File: src/pkg/nic_defines.svh
// offsets, field positions, reset values and counts of the interrupt block
`ifndef NIC_DEFINES_SVH
`define NIC_DEFINES_SVH

// register word indexes; byte address is four times the index
`define NIC_IDX_PRIO0   4'h0
`define NIC_IDX_PRIO1   4'h1
`define NIC_IDX_PRIO2   4'h2
`define NIC_IDX_PRIO3   4'h3
`define NIC_IDX_VEC_EN  4'h4
`define NIC_IDX_EXTSEL0 4'h5
`define NIC_IDX_EXTSEL4 4'h9
`define NIC_IDX_CTRL    4'ha
`define NIC_IDX_STATUS  4'hb
`define NIC_IDX_PEND    4'hc

// vector counts and external groups
`define NIC_NVEC        14
`define NIC_NGRP        5
`define NIC_EXT_BASE    4
`define NIC_NSTACK      3'h5

// level encodings of the two current-level bits
`define NIC_LVL0        2'h2
`define NIC_LVL1        2'h1
`define NIC_LVL2        2'h0
`define NIC_LVL3        2'h3

// reset values, fixed priority bits and wake mask
`define NIC_PRIO_RST    32'hffffffff
`define NIC_PRIO3_FIXED 4'hf
`define NIC_VEC_EN_RST  14'h0000
`define NIC_WAKE_MASK   14'h03f4

// vector numbers of the non-maskable sources
`define NIC_VEC_RESET   4'hf
`define NIC_VEC_TRAP    4'he

// control bit
`define NIC_CTRL_NESTED 0

`endif

File: src/pkg/nic_pkg.sv
// types of the nested priority interrupt controller
package nic_pkg;

   typedef enum logic [2:0] {
      NIC_IDLE  = 3'b000,
      NIC_WEND  = 3'b001,
      NIC_PUSH  = 3'b010,
      NIC_VECT  = 3'b011,
      NIC_POP   = 3'b100
   } nic_state_t;

   typedef struct packed {
      nic_state_t  st;
      logic [2:0]  cnt;
      logic [1:0]  level;
      logic [31:0] prio;
      logic [13:0] vec_en;
      logic [39:0] ext_sel;
      logic        nested;
      logic [13:0] pend;
      logic [4:0]  grp_prev;
      logic        trap_pend;
      logic        rst_pend;
      logic        halted;
      logic        waiting;
      logic        from_halt;
      logic [3:0]  depth;
      logic [3:0]  sel_vec;
      logic        sel_nmi;
      logic [1:0]  sel_level;
      logic        stack_wr;
      logic [7:0]  stack_wdata;
      logic        stack_rd;
      logic        vec_load;
      logic [3:0]  vec_index;
      logic        core_hold;
      logic        restore_valid;
      logic [15:0] restore_pc;
      logic [7:0]  restore_x;
      logic [7:0]  restore_a;
      logic [3:0]  restore_flags;
      logic        waitreq;
      logic [31:0] rdata;
   } nic_regs_t;

endpackage

File: src/logic/nic_ctrl.sv
// nested priority interrupt controller for an 8-bit core
// Summary of operation
// [RULE_01] finish current instruction before entry
// [RULE_02] push pc, x, a and cc on entry
// [RULE_03] load level bits from vector priority
// [RULE_04] load vector after stacking, then fetch
// [RULE_05] return pops registers and restores level
// [RULE_06] highest software priority, ties by hardware
// [RULE_07] unserviced requests stay latched until highest
// [RULE_08] reset and trap rank highest, non-maskable
// [RULE_09] nmi ignores level, sets level 3
// [RULE_10] nmi sources wake from deep stop
// [RULE_11] trap instruction raises software nmi
// [RULE_12] after reset run at level 3
// [RULE_13] maskable needs enable and higher priority
// [RULE_14] external edge latched, cleared on entry
// [RULE_15] selected pins of group are ored
// [RULE_16] peripheral request is flag and enable
// [RULE_17] clearing sequence discards pending latch
// [RULE_18] every source wakes from light sleep
// [RULE_19] deep stop exit serves wake-capable first
// [RULE_20] concurrent never preempts, nested may
// [RULE_21] enable, stop and sleep write 10
// [RULE_22] disable and trap write 11
// [RULE_23] level encoding 10,01,00,11; 11 disables
// [RULE_24] lower vector index wins hardware ties
//
// Implementation choices: the register addresses and register access over Avalon-MM.
`include "nic_defines.svh"
`timescale 1ns/100ps
`default_nettype none

module nic_ctrl
   import nic_pkg::*;
(
   // clock and reset
   input  wire logic        clk,
   input  wire logic        rstn,
   // avalon-mm register slave
   input  wire logic [3:0]  address,
   input  wire logic        read,
   input  wire logic        write,
   input  wire logic [31:0] writedata,
   output logic [31:0]      readdata,
   output logic             waitrequest,
   // interrupt sources
   input  wire logic [13:0] periph_flag,
   input  wire logic [13:0] periph_en,
   input  wire logic [13:0] periph_clr,
   input  wire logic [39:0] ext_pins,
   // core instruction events, one-cycle pulses
   input  wire logic        instr_end,
   input  wire logic        enable_irq_instr,
   input  wire logic        disable_irq_instr,
   input  wire logic        halt_instr,
   input  wire logic        sleep_until_irq_instr,
   input  wire logic        trap_instr,
   input  wire logic        return_from_service_instr,
   input  wire logic        pop_cc_instr,
   input  wire logic [7:0]  pop_cc_value,
   // core register values for stacking
   input  wire logic [15:0] core_pc,
   input  wire logic [7:0]  core_x,
   input  wire logic [7:0]  core_a,
   input  wire logic [3:0]  core_flags,
   // stack memory port
   output logic             stack_wr,
   output logic [7:0]       stack_wdata,
   output logic             stack_rd,
   input  wire logic [7:0]  stack_rdata,
   // core control
   output logic             level_bit_high,
   output logic             level_bit_low,
   output logic             core_hold,
   output logic             core_halted,
   output logic             core_waiting,
   output logic             vec_load,
   output logic [3:0]       vec_index,
   output logic             restore_valid,
   output logic [15:0]      restore_pc,
   output logic [7:0]       restore_x,
   output logic [7:0]       restore_a,
   output logic [3:0]       restore_flags
);

   nic_regs_t r_reg;
   nic_regs_t r_next;

   // level encoding to a rank 0..3
   function automatic logic [1:0] lvl_rank(input logic [1:0] enc);
      case (enc)
         `NIC_LVL0: lvl_rank = 2'h0;  // [RULE_23]
         `NIC_LVL1: lvl_rank = 2'h1;
         `NIC_LVL2: lvl_rank = 2'h2;
         default:   lvl_rank = 2'h3;
      endcase
   endfunction

   // static priority encoder over the pending set, returns
   // {found, vector, encoded level}
   function automatic logic [6:0] arbitrate(input logic [13:0] req,
                                            input logic [31:0] prio);
      logic       found;
      logic [3:0] best;
      logic [1:0] benc;
      logic [1:0] enc;
      found = 1'b0;
      best  = 4'h0;
      benc  = `NIC_LVL0;
      // descending scan with >= lets the lower index win ties
      for (int v = `NIC_NVEC - 1; v >= 0; v--) begin
         enc = prio[2*v +: 2];
         if (req[v] && (!found || lvl_rank(enc) >= lvl_rank(benc))) begin
            found = 1'b1;  // [RULE_06] [RULE_24]
            best  = 4'(v);
            benc  = enc;
         end
      end
      arbitrate = {found, best, benc};
   endfunction

   // combined external group requests
   logic [4:0]  grp_or;
   logic [13:0] ext_vec_mask;
   logic [13:0] periph_req;
   logic [13:0] eligible;
   logic [6:0]  arb;
   logic        mask_ok;
   logic        nmi_any;
   logic        wake_req;
   logic        bus_req;
   logic [7:0]  cc_byte;

   // selected pins of each group are ored into one line
   always_comb begin
      for (int g = 0; g < `NIC_NGRP; g++) begin
         grp_or[g] = |(ext_pins[8*g +: 8] & r_reg.ext_sel[8*g +: 8]);  // [RULE_15]
      end
   end

   assign ext_vec_mask = 14'(5'h1f) << `NIC_EXT_BASE;
   // peripheral lines are level requests of flag and enable
   assign periph_req   = periph_flag & periph_en & ~ext_vec_mask;  // [RULE_16]
   // maskable candidates need their enable bit
   assign eligible     = r_reg.pend & r_reg.vec_en &
                         (r_reg.from_halt ? `NIC_WAKE_MASK : 14'h3fff);  // [RULE_13] [RULE_19]
   assign arb          = arbitrate(eligible, r_reg.prio);
   assign nmi_any      = r_reg.rst_pend | r_reg.trap_pend;
   // concurrent mode serves only when no routine is active
   assign mask_ok      = arb[6] &&
                         lvl_rank(arb[1:0]) > lvl_rank(r_reg.level) &&
                         (r_reg.nested || r_reg.depth == 4'h0);  // [RULE_13] [RULE_20]
   assign wake_req     = |(r_reg.pend & r_reg.vec_en & `NIC_WAKE_MASK);
   assign bus_req      = read | write;
   assign cc_byte      = {2'b11, r_reg.level[1], core_flags[3],
                          r_reg.level[0], core_flags[2:0]};

   always_comb begin
      r_next = r_reg;
      r_next.stack_wr      = 1'b0;
      r_next.stack_rd      = 1'b0;
      r_next.vec_load      = 1'b0;
      r_next.restore_valid = 1'b0;

      // pending latches; the clearing sequence wins over a new set
      r_next.grp_prev = grp_or;
      for (int v = 0; v < `NIC_NVEC; v++) begin
         if (ext_vec_mask[v]) begin
            if (grp_or[v - `NIC_EXT_BASE] && !r_reg.grp_prev[v - `NIC_EXT_BASE])
               r_next.pend[v] = 1'b1;  // [RULE_14] [RULE_07]
         end else if (periph_clr[v]) begin
            r_next.pend[v] = 1'b0;  // [RULE_17]
         end else if (periph_req[v]) begin
            r_next.pend[v] = 1'b1;  // [RULE_07]
         end
      end
      if (trap_instr)
         r_next.trap_pend = 1'b1;  // [RULE_11]

      // level-changing instructions
      if (enable_irq_instr || halt_instr || sleep_until_irq_instr)
         r_next.level = `NIC_LVL0;  // [RULE_21]
      if (disable_irq_instr || trap_instr)
         r_next.level = `NIC_LVL3;  // [RULE_22]
      if (pop_cc_instr)
         r_next.level = {pop_cc_value[5], pop_cc_value[3]};
      if (halt_instr)
         r_next.halted = 1'b1;
      if (sleep_until_irq_instr)
         r_next.waiting = 1'b1;

      // wake-up: deep stop only on wake-capable or nmi sources
      if (r_reg.halted && (wake_req || nmi_any)) begin
         r_next.halted    = 1'b0;  // [RULE_10] [RULE_19]
         r_next.from_halt = 1'b1;
      end
      if (r_reg.waiting && (|(r_reg.pend & r_reg.vec_en) || nmi_any))
         r_next.waiting = 1'b0;  // [RULE_18]

      case (r_reg.st)
         NIC_IDLE: begin
            // reset entry skips stacking and the instruction boundary
            if (r_reg.rst_pend) begin
               r_next.rst_pend  = 1'b0;
               r_next.sel_vec   = `NIC_VEC_RESET;
               r_next.sel_nmi   = 1'b1;
               r_next.sel_level = `NIC_LVL3;  // [RULE_12]
               r_next.core_hold = 1'b1;
               r_next.st        = NIC_VECT;
            end else if (return_from_service_instr) begin
               r_next.core_hold = 1'b1;
               r_next.cnt       = 3'h0;
               r_next.st        = NIC_POP;  // [RULE_05]
            end else if (!r_reg.halted &&
                         (r_reg.trap_pend || mask_ok)) begin
               // nmi ranks above every maskable level
               r_next.sel_nmi   = r_reg.trap_pend;  // [RULE_08] [RULE_09]
               r_next.sel_vec   = r_reg.trap_pend ? `NIC_VEC_TRAP
                                                  : arb[5:2];
               r_next.sel_level = r_reg.trap_pend ? `NIC_LVL3
                                                  : arb[1:0];  // [RULE_09]
               r_next.st        = NIC_WEND;
            end
         end
         NIC_WEND: begin
            // suspend at the end of the running instruction, or at once while waiting
            if (instr_end || r_reg.waiting) begin
               r_next.core_hold = 1'b1;  // [RULE_01]
               r_next.waiting   = 1'b0;
               r_next.cnt       = 3'h0;
               r_next.st        = NIC_PUSH;
            end
         end
         NIC_PUSH: begin
            // push order pcl, pch, x, a, cc; cc holds the old level
            r_next.stack_wr = 1'b1;  // [RULE_02]
            case (r_reg.cnt)
               3'h0:    r_next.stack_wdata = core_pc[7:0];
               3'h1:    r_next.stack_wdata = core_pc[15:8];
               3'h2:    r_next.stack_wdata = core_x;
               3'h3:    r_next.stack_wdata = core_a;
               default: r_next.stack_wdata = cc_byte;
            endcase
            r_next.cnt = r_reg.cnt + 3'h1;
            if (r_reg.cnt == `NIC_NSTACK - 3'h1)
               r_next.st = NIC_VECT;
         end
         NIC_VECT: begin
            // level loaded and vector handed to the core fetch in the same cycle
            r_next.level     = r_reg.sel_level;  // [RULE_03] [RULE_09]
            r_next.vec_load  = 1'b1;  // [RULE_04]
            r_next.vec_index = r_reg.sel_vec;
            r_next.core_hold = 1'b0;
            r_next.from_halt = 1'b0;
            if (r_reg.sel_nmi) begin
               if (r_reg.sel_vec == `NIC_VEC_TRAP)
                  r_next.trap_pend = trap_instr;
            end else begin
               // edge latches clear on entry; peripherals stay level
               if (ext_vec_mask[r_reg.sel_vec])
                  r_next.pend[r_reg.sel_vec] =  // [RULE_14]
                     grp_or[3'(r_reg.sel_vec - 4'h4)] &&
                     !r_reg.grp_prev[3'(r_reg.sel_vec - 4'h4)];
            end
            if (r_reg.sel_vec != `NIC_VEC_RESET &&
                r_reg.depth != 4'hf)
               r_next.depth = r_reg.depth + 4'h1;
            r_next.st = NIC_IDLE;
         end
         NIC_POP: begin
            // read one byte a cycle; data is valid a cycle later
            r_next.stack_rd = (r_reg.cnt < `NIC_NSTACK);
            if (r_reg.stack_rd) begin
               case (r_reg.cnt)
                  3'h1: begin
                     r_next.level = {stack_rdata[5], stack_rdata[3]};  // [RULE_05]
                     r_next.restore_flags = {stack_rdata[4],
                                             stack_rdata[2:0]};
                  end
                  3'h2:    r_next.restore_a         = stack_rdata;
                  3'h3:    r_next.restore_x         = stack_rdata;
                  3'h4:    r_next.restore_pc[15:8]  = stack_rdata;
                  default: r_next.restore_pc[7:0]   = stack_rdata;
               endcase
            end
            r_next.cnt = r_reg.cnt + 3'h1;
            if (r_reg.cnt == `NIC_NSTACK) begin
               r_next.restore_valid = 1'b1;
               r_next.core_hold     = 1'b0;
               if (r_reg.depth != 4'h0)
                  r_next.depth = r_reg.depth - 4'h1;
               r_next.st = NIC_IDLE;
            end
         end
         default: r_next.st = NIC_IDLE;
      endcase

      // register slave: one wait cycle, answer on the second
      r_next.waitreq = ~(bus_req & r_reg.waitreq);
      if (read && r_reg.waitreq) begin
         case (address)
            `NIC_IDX_PRIO0:  r_next.rdata = {24'h0, r_reg.prio[7:0]};
            `NIC_IDX_PRIO1:  r_next.rdata = {24'h0, r_reg.prio[15:8]};
            `NIC_IDX_PRIO2:  r_next.rdata = {24'h0, r_reg.prio[23:16]};
            `NIC_IDX_PRIO3:  r_next.rdata = {24'h0, `NIC_PRIO3_FIXED,
                                             r_reg.prio[27:24]};
            `NIC_IDX_VEC_EN: r_next.rdata = {18'h0, r_reg.vec_en};
            `NIC_IDX_CTRL:   r_next.rdata = {31'h0, r_reg.nested};
            `NIC_IDX_STATUS: r_next.rdata = {16'h0, r_reg.depth,
                                             r_reg.sel_vec, 1'b0,
                                             r_reg.st, r_reg.halted,
                                             r_reg.waiting,
                                             r_reg.level};
            `NIC_IDX_PEND:   r_next.rdata = {17'h0, r_reg.trap_pend,
                                             r_reg.pend};
            default: begin
               if (address >= `NIC_IDX_EXTSEL0 &&
                   address <= `NIC_IDX_EXTSEL4)
                  r_next.rdata = {24'h0, r_reg.ext_sel[
                     8*(address - `NIC_IDX_EXTSEL0) +: 8]};
               else
                  r_next.rdata = 32'h0;
            end
         endcase
      end
      if (write && !r_reg.waitreq) begin
         case (address)
            `NIC_IDX_PRIO0:  r_next.prio[7:0]   = writedata[7:0];
            `NIC_IDX_PRIO1:  r_next.prio[15:8]  = writedata[7:0];
            `NIC_IDX_PRIO2:  r_next.prio[23:16] = writedata[7:0];
            `NIC_IDX_PRIO3:  r_next.prio[27:24] = writedata[3:0];
            `NIC_IDX_VEC_EN: r_next.vec_en      = writedata[13:0];
            `NIC_IDX_CTRL:   r_next.nested      = writedata[`NIC_CTRL_NESTED];
            default: begin
               if (address >= `NIC_IDX_EXTSEL0 &&
                   address <= `NIC_IDX_EXTSEL4)
                  r_next.ext_sel[8*(address - `NIC_IDX_EXTSEL0) +: 8] =
                     writedata[7:0];
            end
         endcase
      end
   end

   // one register bank for the whole block
   always_ff @(posedge clk) begin
      if (!rstn) begin
         r_reg           <= '0;
         r_reg.st        <= NIC_IDLE;
         r_reg.level     <= `NIC_LVL3;  // [RULE_12]
         r_reg.prio      <= `NIC_PRIO_RST;
         r_reg.vec_en    <= `NIC_VEC_EN_RST;
         r_reg.rst_pend  <= 1'b1;  // [RULE_08]
         r_reg.core_hold <= 1'b1;
         r_reg.waitreq   <= 1'b1;
      end else begin
         r_reg <= r_next;
      end
   end

   // outputs straight from the register bank
   assign readdata       = r_reg.rdata;
   assign waitrequest    = r_reg.waitreq;
   assign stack_wr       = r_reg.stack_wr;
   assign stack_wdata    = r_reg.stack_wdata;
   assign stack_rd       = r_reg.stack_rd;
   assign level_bit_high = r_reg.level[1];
   assign level_bit_low  = r_reg.level[0];
   assign core_hold      = r_reg.core_hold;
   assign core_halted    = r_reg.halted;
   assign core_waiting   = r_reg.waiting;
   assign vec_load       = r_reg.vec_load;
   assign vec_index      = r_reg.vec_index;
   assign restore_valid  = r_reg.restore_valid;
   assign restore_pc     = r_reg.restore_pc;
   assign restore_x      = r_reg.restore_x;
   assign restore_a      = r_reg.restore_a;
   assign restore_flags  = r_reg.restore_flags;

endmodule // nic_ctrl

`default_nettype wire

File: config.mk
export PLATFORM = sky130hd
export DESIGN_NAME = nic_ctrl
export DESIGN_NICKNAME = d
export VERILOG_FILES = /design/src/pkg/nic_pkg.sv /design/src/logic/nic_ctrl.sv
export VERILOG_INCLUDE_DIRS = /design/src /design/src/pkg
export SDC_FILE = /design/constraint.sdc
export NUM_CORES = 1
export LEC_CHECK = 0
export BUFFER_PORTS_ARGS = -buffer_cell sky130_fd_sc_hd__buf_2
export CORE_ASPECT_RATIO = 1.2
export CORE_MARGIN = 4
export CORE_UTILIZATION = 45
export CTS_BUF_LIST = sky130_fd_sc_hd__clkbuf_4
export DETAILED_ROUTE_END_ITERATION = 10
export PLACE_DENSITY_LB_ADDON = 0.15
export SLEW_MARGIN = 40
export SYNTH_ARGS = -nofsm -noshare
export SYNTH_HDL_FRONTEND = slang
export SYNTH_SLANG_ARGS = --single-unit
File: constraint.sdc
create_clock -name clk -period 18.26 [get_ports clk]
set_input_delay 3.652 -clock clk [delete_from_list [all_inputs] [get_ports clk]]
set_output_delay 3.652 -clock clk [all_outputs]
set_load 0.005 [all_outputs]
==> impl_metrics.yaml, run 1 <==
outcome:
  status: "finished, violations left"
  failed_checks: "setup timing"
yosys:
  yosys.area.top_type: "dfxtp_1"
  ys_seq_area_frac: 0.319
  avgSynthCellArea_um2: 8.16
  synth_edf_count: 0
  ys_warn_count: 0
  synth.area.top_cells: "dfxtp_1 (32%), ha_1 (7.6%), nand2_1 (5.8%)"
  yosys-top-cells-count: "dfxtp_1 (197), nand2_1 (190), nor2_1 (165)"
  synth_cells: 1515
  syn_area_um2: 12400
  synthDominantCellAreaShare: 0.319
  synth_most_common_cell: "dfxtp_1"
  ys_ff_latch: 197
  ys_types: 98
  synth-async-reset-ratio: 0
  synthFlopType: "dfxtp_1"
timing:
  timing_hold_violations_final: 0
  clock_skew_ps: 30.1
  max_freq_ghz: 0.0543
  slew_violations: 0
  worst_pin_slew_ps: 861
  rsz0062_at_grt: "true"
  period_minus_slack_ps: 18410
  relSlewSlack: 0.426
  setup_viol: 2
  fin_ws_ps: -149
  min_period_over_period: 1.01
critical_path:
  cp_common_cell: "ha_1"
  r2r_cells: 96
  r2r-start: "r_reg[175]"
  cp-end-kind: "register"
  path_class: "reg2reg"
  path_buf_inv: 9
  arrival_ps: 18930
  critPathRequiredTime_ps: 18780
  crit_cells: 96
  cp_slowest_stage_delay_ps: 480
  cp_max_fo: 5
  crit_start: "r_reg[175]"
  cp_slowest_cell: "a2111o_1"
  rrSetupSlack_ps: -150
  cp-start-kind: "register"
  cp_top_family: "compound AO/OA/AOI/OAI gates"
floorplan:
  core-area_um2: 27100
  io_pins: 272
  row_count: 66
  initial_core_util: 0.456
  die_w_um: 159
  die_height_um: 190
  die-area_um2: 30200
layout:
  largest_register_ffs: 122
  areaGrowthSynthToFinish_pct: 19.4
  final_area_um2: 14800
  nFillCells: 2601
  num-nets-final: 1974
  drive_gt1_frac: 0.294
  fin_cells: 2071
detailed_routing:
  totalWireLength_mm: 42.0
  drc_errors: 0
  vias: 12000
  viasPerCell: 5.82
  postRouteAntennaNets: 0
  drtIter0Drc: 950
  wl_per_cell_um: 20.3
  first_pass_iters: 6
global_route:
  grt_pass1_wl_mm: 63.9
  antenna_found_initial: 2
  grt_max_degree: 83
  grt_pass1_vias: 11600
  grt_overflow_total: 0
  gr-usage-all-layers: 0.264
placement:
  place_area_um2: 13700
  place_congestion: 0.956
  dpl_worst_slack_ps: -1070
  port_buffers: 216
  dp_hpwl_mm: 30.8
  dp.cells: 2011
pwr:
  vdd_drop_max_mv: 0.0492
  p_per_area_nw_per_um2: 68.8
  p_leak_nw: 6.34
  total_power_mw: 1.02
clock_tree:
  cts_tree: "yes"
  path_clk_slew_ps: 160
  hold_buffers: 0
  cts-htree-levels: 4
  cts_buffer_depth: 2
  root_buffer: "clkbuf_4"
  cts_num_sinks: 197
  cts_made_buffers: 17
  clk_latency_ps: 620
hold_path:
  worstHoldPathType: "reg2reg"
flow_run:
  maxCapViolations: 0
==> report_power, final <==
part | total, mW | switching (mW) | internal [mW]
clock network | 0.230 | 0.160 | 0.0703
registers | 0.505 | 0.0454 | 0.459
logic | 0.281 | 0.160 | 0.121
total | 1.02 | 0.365 | 0.650
==> timing repair <==
item                                    4_1_cts  5_1_grt
buffers inserted                             11       15
endpoints found under the setup margin       10       10
pin swaps                                    20       66
resized for setup                            46       79
==> how the worst min path moves through the flow <==
stage | from | endpoint | slack (ps) | cells past startpoint
4_1_cts | restore_a[5] | restore_a[5] | 470 | 2
3_5_place_dp | restore_a[5] | restore_a[5] | 450 | 2
6_report | restore_a[5] | restore_a[5] | 470 | 2
5_1_grt | restore_a[3] | restore_a[3] | 490 | 2
3_3_place_gp | waitrequest | waitrequest | 430 | 1
2_1_floorplan | waitrequest | waitrequest | 430 | 1
==> cell families (layout without fill, tap and decap cells) <==
logic type | count (synthesis) | count (layout) | share of synthesized area
AND/OR/NAND/NOR | 564 | 564 | 0.215
AO/OA/AOI/OAI | 376 | 376 | 0.214
buffers and inverters | 208 | 407 | 0.0911
flip-flops | 197 | 197 | 0.319
adder cells (fa/ha/maj) | 76 | 76 | 0.0775
multiplexers | 70 | 70 | 0.0669
XOR/XNOR | 23 | 23 | 0.0163
other | 1 | 18 | 0.000303
==> layer usage <==
metal / GRT usage / routed length [µm] / vias to the layer above
li1: - / - / 5759
met1: 0.327 / 16900 / 5734
met2: 0.449 / 20400 / 465
met3: 0.0529 / 3030 / 91
met4: 0.111 / 1630 / 0
met5: 0 / 0 / -
==> worst register-to-register path: cells and delay by family, from the launching register on <==
| kind | cells | cell delay, ps |
|---|---|---|
| AOI/OAI and AO/OA | 42 | 7380 |
| adders and majority gates | 14 | 4110 |
| and+or+nand+nor | 18 | 2840 |
| xor gates and xnor gates | 9 | 1290 |
| buffers and inverters | 9 | 1230 |
| muxes | 4 | 1110 |
| DFF | 1 | 390 |
==> metrics by stage <==
| stage | util | TNS, ps | hold WS, ps |
|---|---|---|---|
| after floorplan | - | 0 | 429 |
| after global placement | 0.504 | -5130 | 428 |
| after detailed placement | 0.504 | -8080 | 448 |
| after CTS | 0.524 | 0 | 470 |
| after global routing | 0.545 | -8370 | 486 |
| final | 0.545 | -185 | 468 |
==> final cells by class <==
| class | instances | area [µm²] | share of cell area |
|---|---|---|---|
| timing repair buffer | 330 | 1970 | 0.134 |
| inverter | 45 | 174 | 0.0118 |
| multi-input combinational | 1125 | 7960 | 0.540 |
| tap | 340 | 425 | 0.0288 |
| antenna | 2 | 5.00 | 0.000339 |
| clock inverter | 14 | 130 | 0.00882 |
| clock buffer | 18 | 135 | 0.00916 |
| sequential | 197 | 3950 | 0.268 |
==> placed cells by master, fill, tap and decap left out, drive strengths merged, types with 12 or more instances in the layout <==
| master | n |
|---|---|
| clkbuf | 18 |
| a31oi | 13 |
| ha | 75 |
| a211oi | 12 |
| and2 | 21 |
| conb | 16 |
| a22oi | 52 |
| nor3 | 32 |
| nor2b | 18 |
| a21oi | 124 |
| mux2i | 50 |
| o21ai | 50 |
| inv | 46 |
| dfxtp | 197 |
| nand2 | 190 |
| buf | 330 |
| xnor2 | 13 |
| nor2 | 165 |
| o211ai | 20 |
| nand3 | 52 |
| nand2b | 20 |
No activity file was read; power rests on OpenSTA's default activity.
==> inputs of run 2 (changes only) <==
- CORE_UTILIZATION: 45 -> 25
==> run 2 against run 1 <==
  * Clock skew is 6.7 ps higher
  * Largest power group unchanged
  * First-iteration DRC count is 36% lower
  * Non-clock buffer count rose by 13
  * Maximum frequency increased by 0.87%
  * Combinational power is 5% higher
  * The run now ends clean
==> impl_metrics.yaml, run 2 (synthesis gave the netlist of run 1 again) <==
critical_path:
  cp_max_fo: 6
  r2r_cells: 98
  cp_top_family: "compound AO/OA/AOI/OAI gates"
  cp_common_cell: "ha_1"
  path_buf_inv: 8
  arrival_ps: 18850
  cp_slowest_stage_delay_ps: 480
  crit_cells: 98
  cp-start-kind: "register"
  cp_slowest_cell: "a2111o_1"
  path_class: "reg2reg"
  critPathRequiredTime_ps: 18860
  cp-end-kind: "register"
hold_path:
  whs_path_depth: 2
  worstHoldPathType: "reg2reg"
pwr:
  total_power_mw: 1.04
  p_sw_mw: 0.398
  p_per_area_nw_per_um2: 68.2
  vdd_drop_max_mv: 0.0439
  power.internal_mw: 0.645
  swShare: 0.382
  clkPwrFrac: 0.231
  p_leak_nw: 6.42
  power_frac_comb: 0.282
  seq_power_share: 0.487
timing:
  slew_violations: 0
  worst_pin_slew_ps: 879
  relSlewSlack: 0.414
  fin_ws_ps: 9.02
  rsz0062_at_grt: "true"
  clock_skew_ps: 36.8
  max_freq_ghz: 0.0548
  min_period_over_period: 1.00
  timing_hold_violations_final: 0
  fin_setup_tns_ps: 0
  setup_viol: 0
  period_minus_slack_ps: 18250
clock_tree:
  root_buffer: "clkbuf_4"
  cts_num_sinks: 197
  cts_tree: "yes"
  cts-htree-levels: 4
  path_clk_slew_ps: 200
  cts_made_buffers: 17
  clk_latency_ps: 680
  hold_buffers: 0
  cts_buffer_depth: 2
global_route:
  grt_pass1_wl_mm: 71.4
  grt_pass1_vias: 11600
  grt_overflow_total: 0
  gr-usage-all-layers: 0.175
  grt_max_degree: 81
  antenna_found_initial: 9
detailed_routing:
  postRouteAntennaNets: 0
  wl_per_cell_um: 20.4
  first_pass_iters: 5
  vias: 11900
  viasPerCell: 5.01
  totalWireLength_mm: 48.5
  drc_errors: 0
  drtIter0Drc: 611
placement:
  dp_hpwl_mm: 36.8
  place_congestion: 0.896
  place_area_um2: 14100
  port_buffers: 216
  dpl_worst_slack_ps: -1150
outcome:
  status: "complete, no violations"
flow_run:
  maxCapViolations: 0
layout:
  layout_common_cells: "buf_2 (216), dfxtp_1 (194), nand2_1 (188), nor2_1 (155), buf_4 (121)"
  drive_gt1_frac: 0.305
  final_area_um2: 15300
  largest_register_ffs: 122
  num-nets-final: 1987
  layout_commonest_cell: "buf_2"
  areaGrowthSynthToFinish_pct: 23.8
floorplan:
  row_count: 89
  die-area_um2: 53100
  die_w_um: 211
  initial_core_util: 0.252
  die_height_um: 252
  core-area_um2: 49000
  io_pins: 272
==> run 2: cell type report <==
type / count / area (µm²)
Tap cell: 637 / 797
Antenna cell: 3 / 7.51
Sequential cell: 197 / 3950
Clock inverter: 15 / 136
Timing Repair Buffer: 343 / 2060
Multi-Input combinational cell: 1125 / 8050
Inverter: 45 / 174
Clock buffer: 17 / 128
Fill cell: 5345 / 33700
==> run 2: worst paths after layout <==
path,from,to,slack [ps]
hold reg to reg,readdata[15],readdata[15],470
hold / removal,readdata[15],readdata[15],470
setup reg to reg,r_reg[200],register,9
setup / recovery,r_reg[200],register,9
==> run 2: tightest hold or removal path: stages, from the launching register on <==
cell,delay (ps)
dfxtp_1,350
nand2_1,50
a21oi_1,50
==> run 2: repair_timing <==
| action | in CTS | in global routing |
|---|---|---|
| gates cloned | 0 | 0 |
| pin swaps | 39 | 69 |
| buffers inserted | 21 | 14 |
| setup endpoints to repair | 10 | 10 |
| gates resized for setup | 55 | 75 |
==> run 2: metrics by stage <==
stage	std cells	utilization	hold WS, ps
after floorplan	1530	-	429
after global routing	2380	0.312	488
after detailed placement	2313	0.288	435
after CTS	2366	0.302	468
final	2382	0.312	465
after global placement	2313	0.287	428
==> run 2: power by group through the flow <==
stage,logic [mW],registers (mW),clock network [mW]
CTS,0.288,0.507,0.256
global placement,0.273,0.515,0
global route,0.324,0.513,0.268
detailed placement,0.276,0.516,0
finish,0.294,0.507,0.241
floorplan,0.203,0.487,0
==> run 2: per-layer routing <==
metal	global-route usage	wire length, µm	part of all wire	vias up
li1	-	-	-	5788
met1	0.214	20200	0.42	5786
met2	0.315	25000	0.51	289
met3	0.0286	2310	0.048	49
met4	0.0524	1020	0.021	10
met5	0	69	0.0014	-
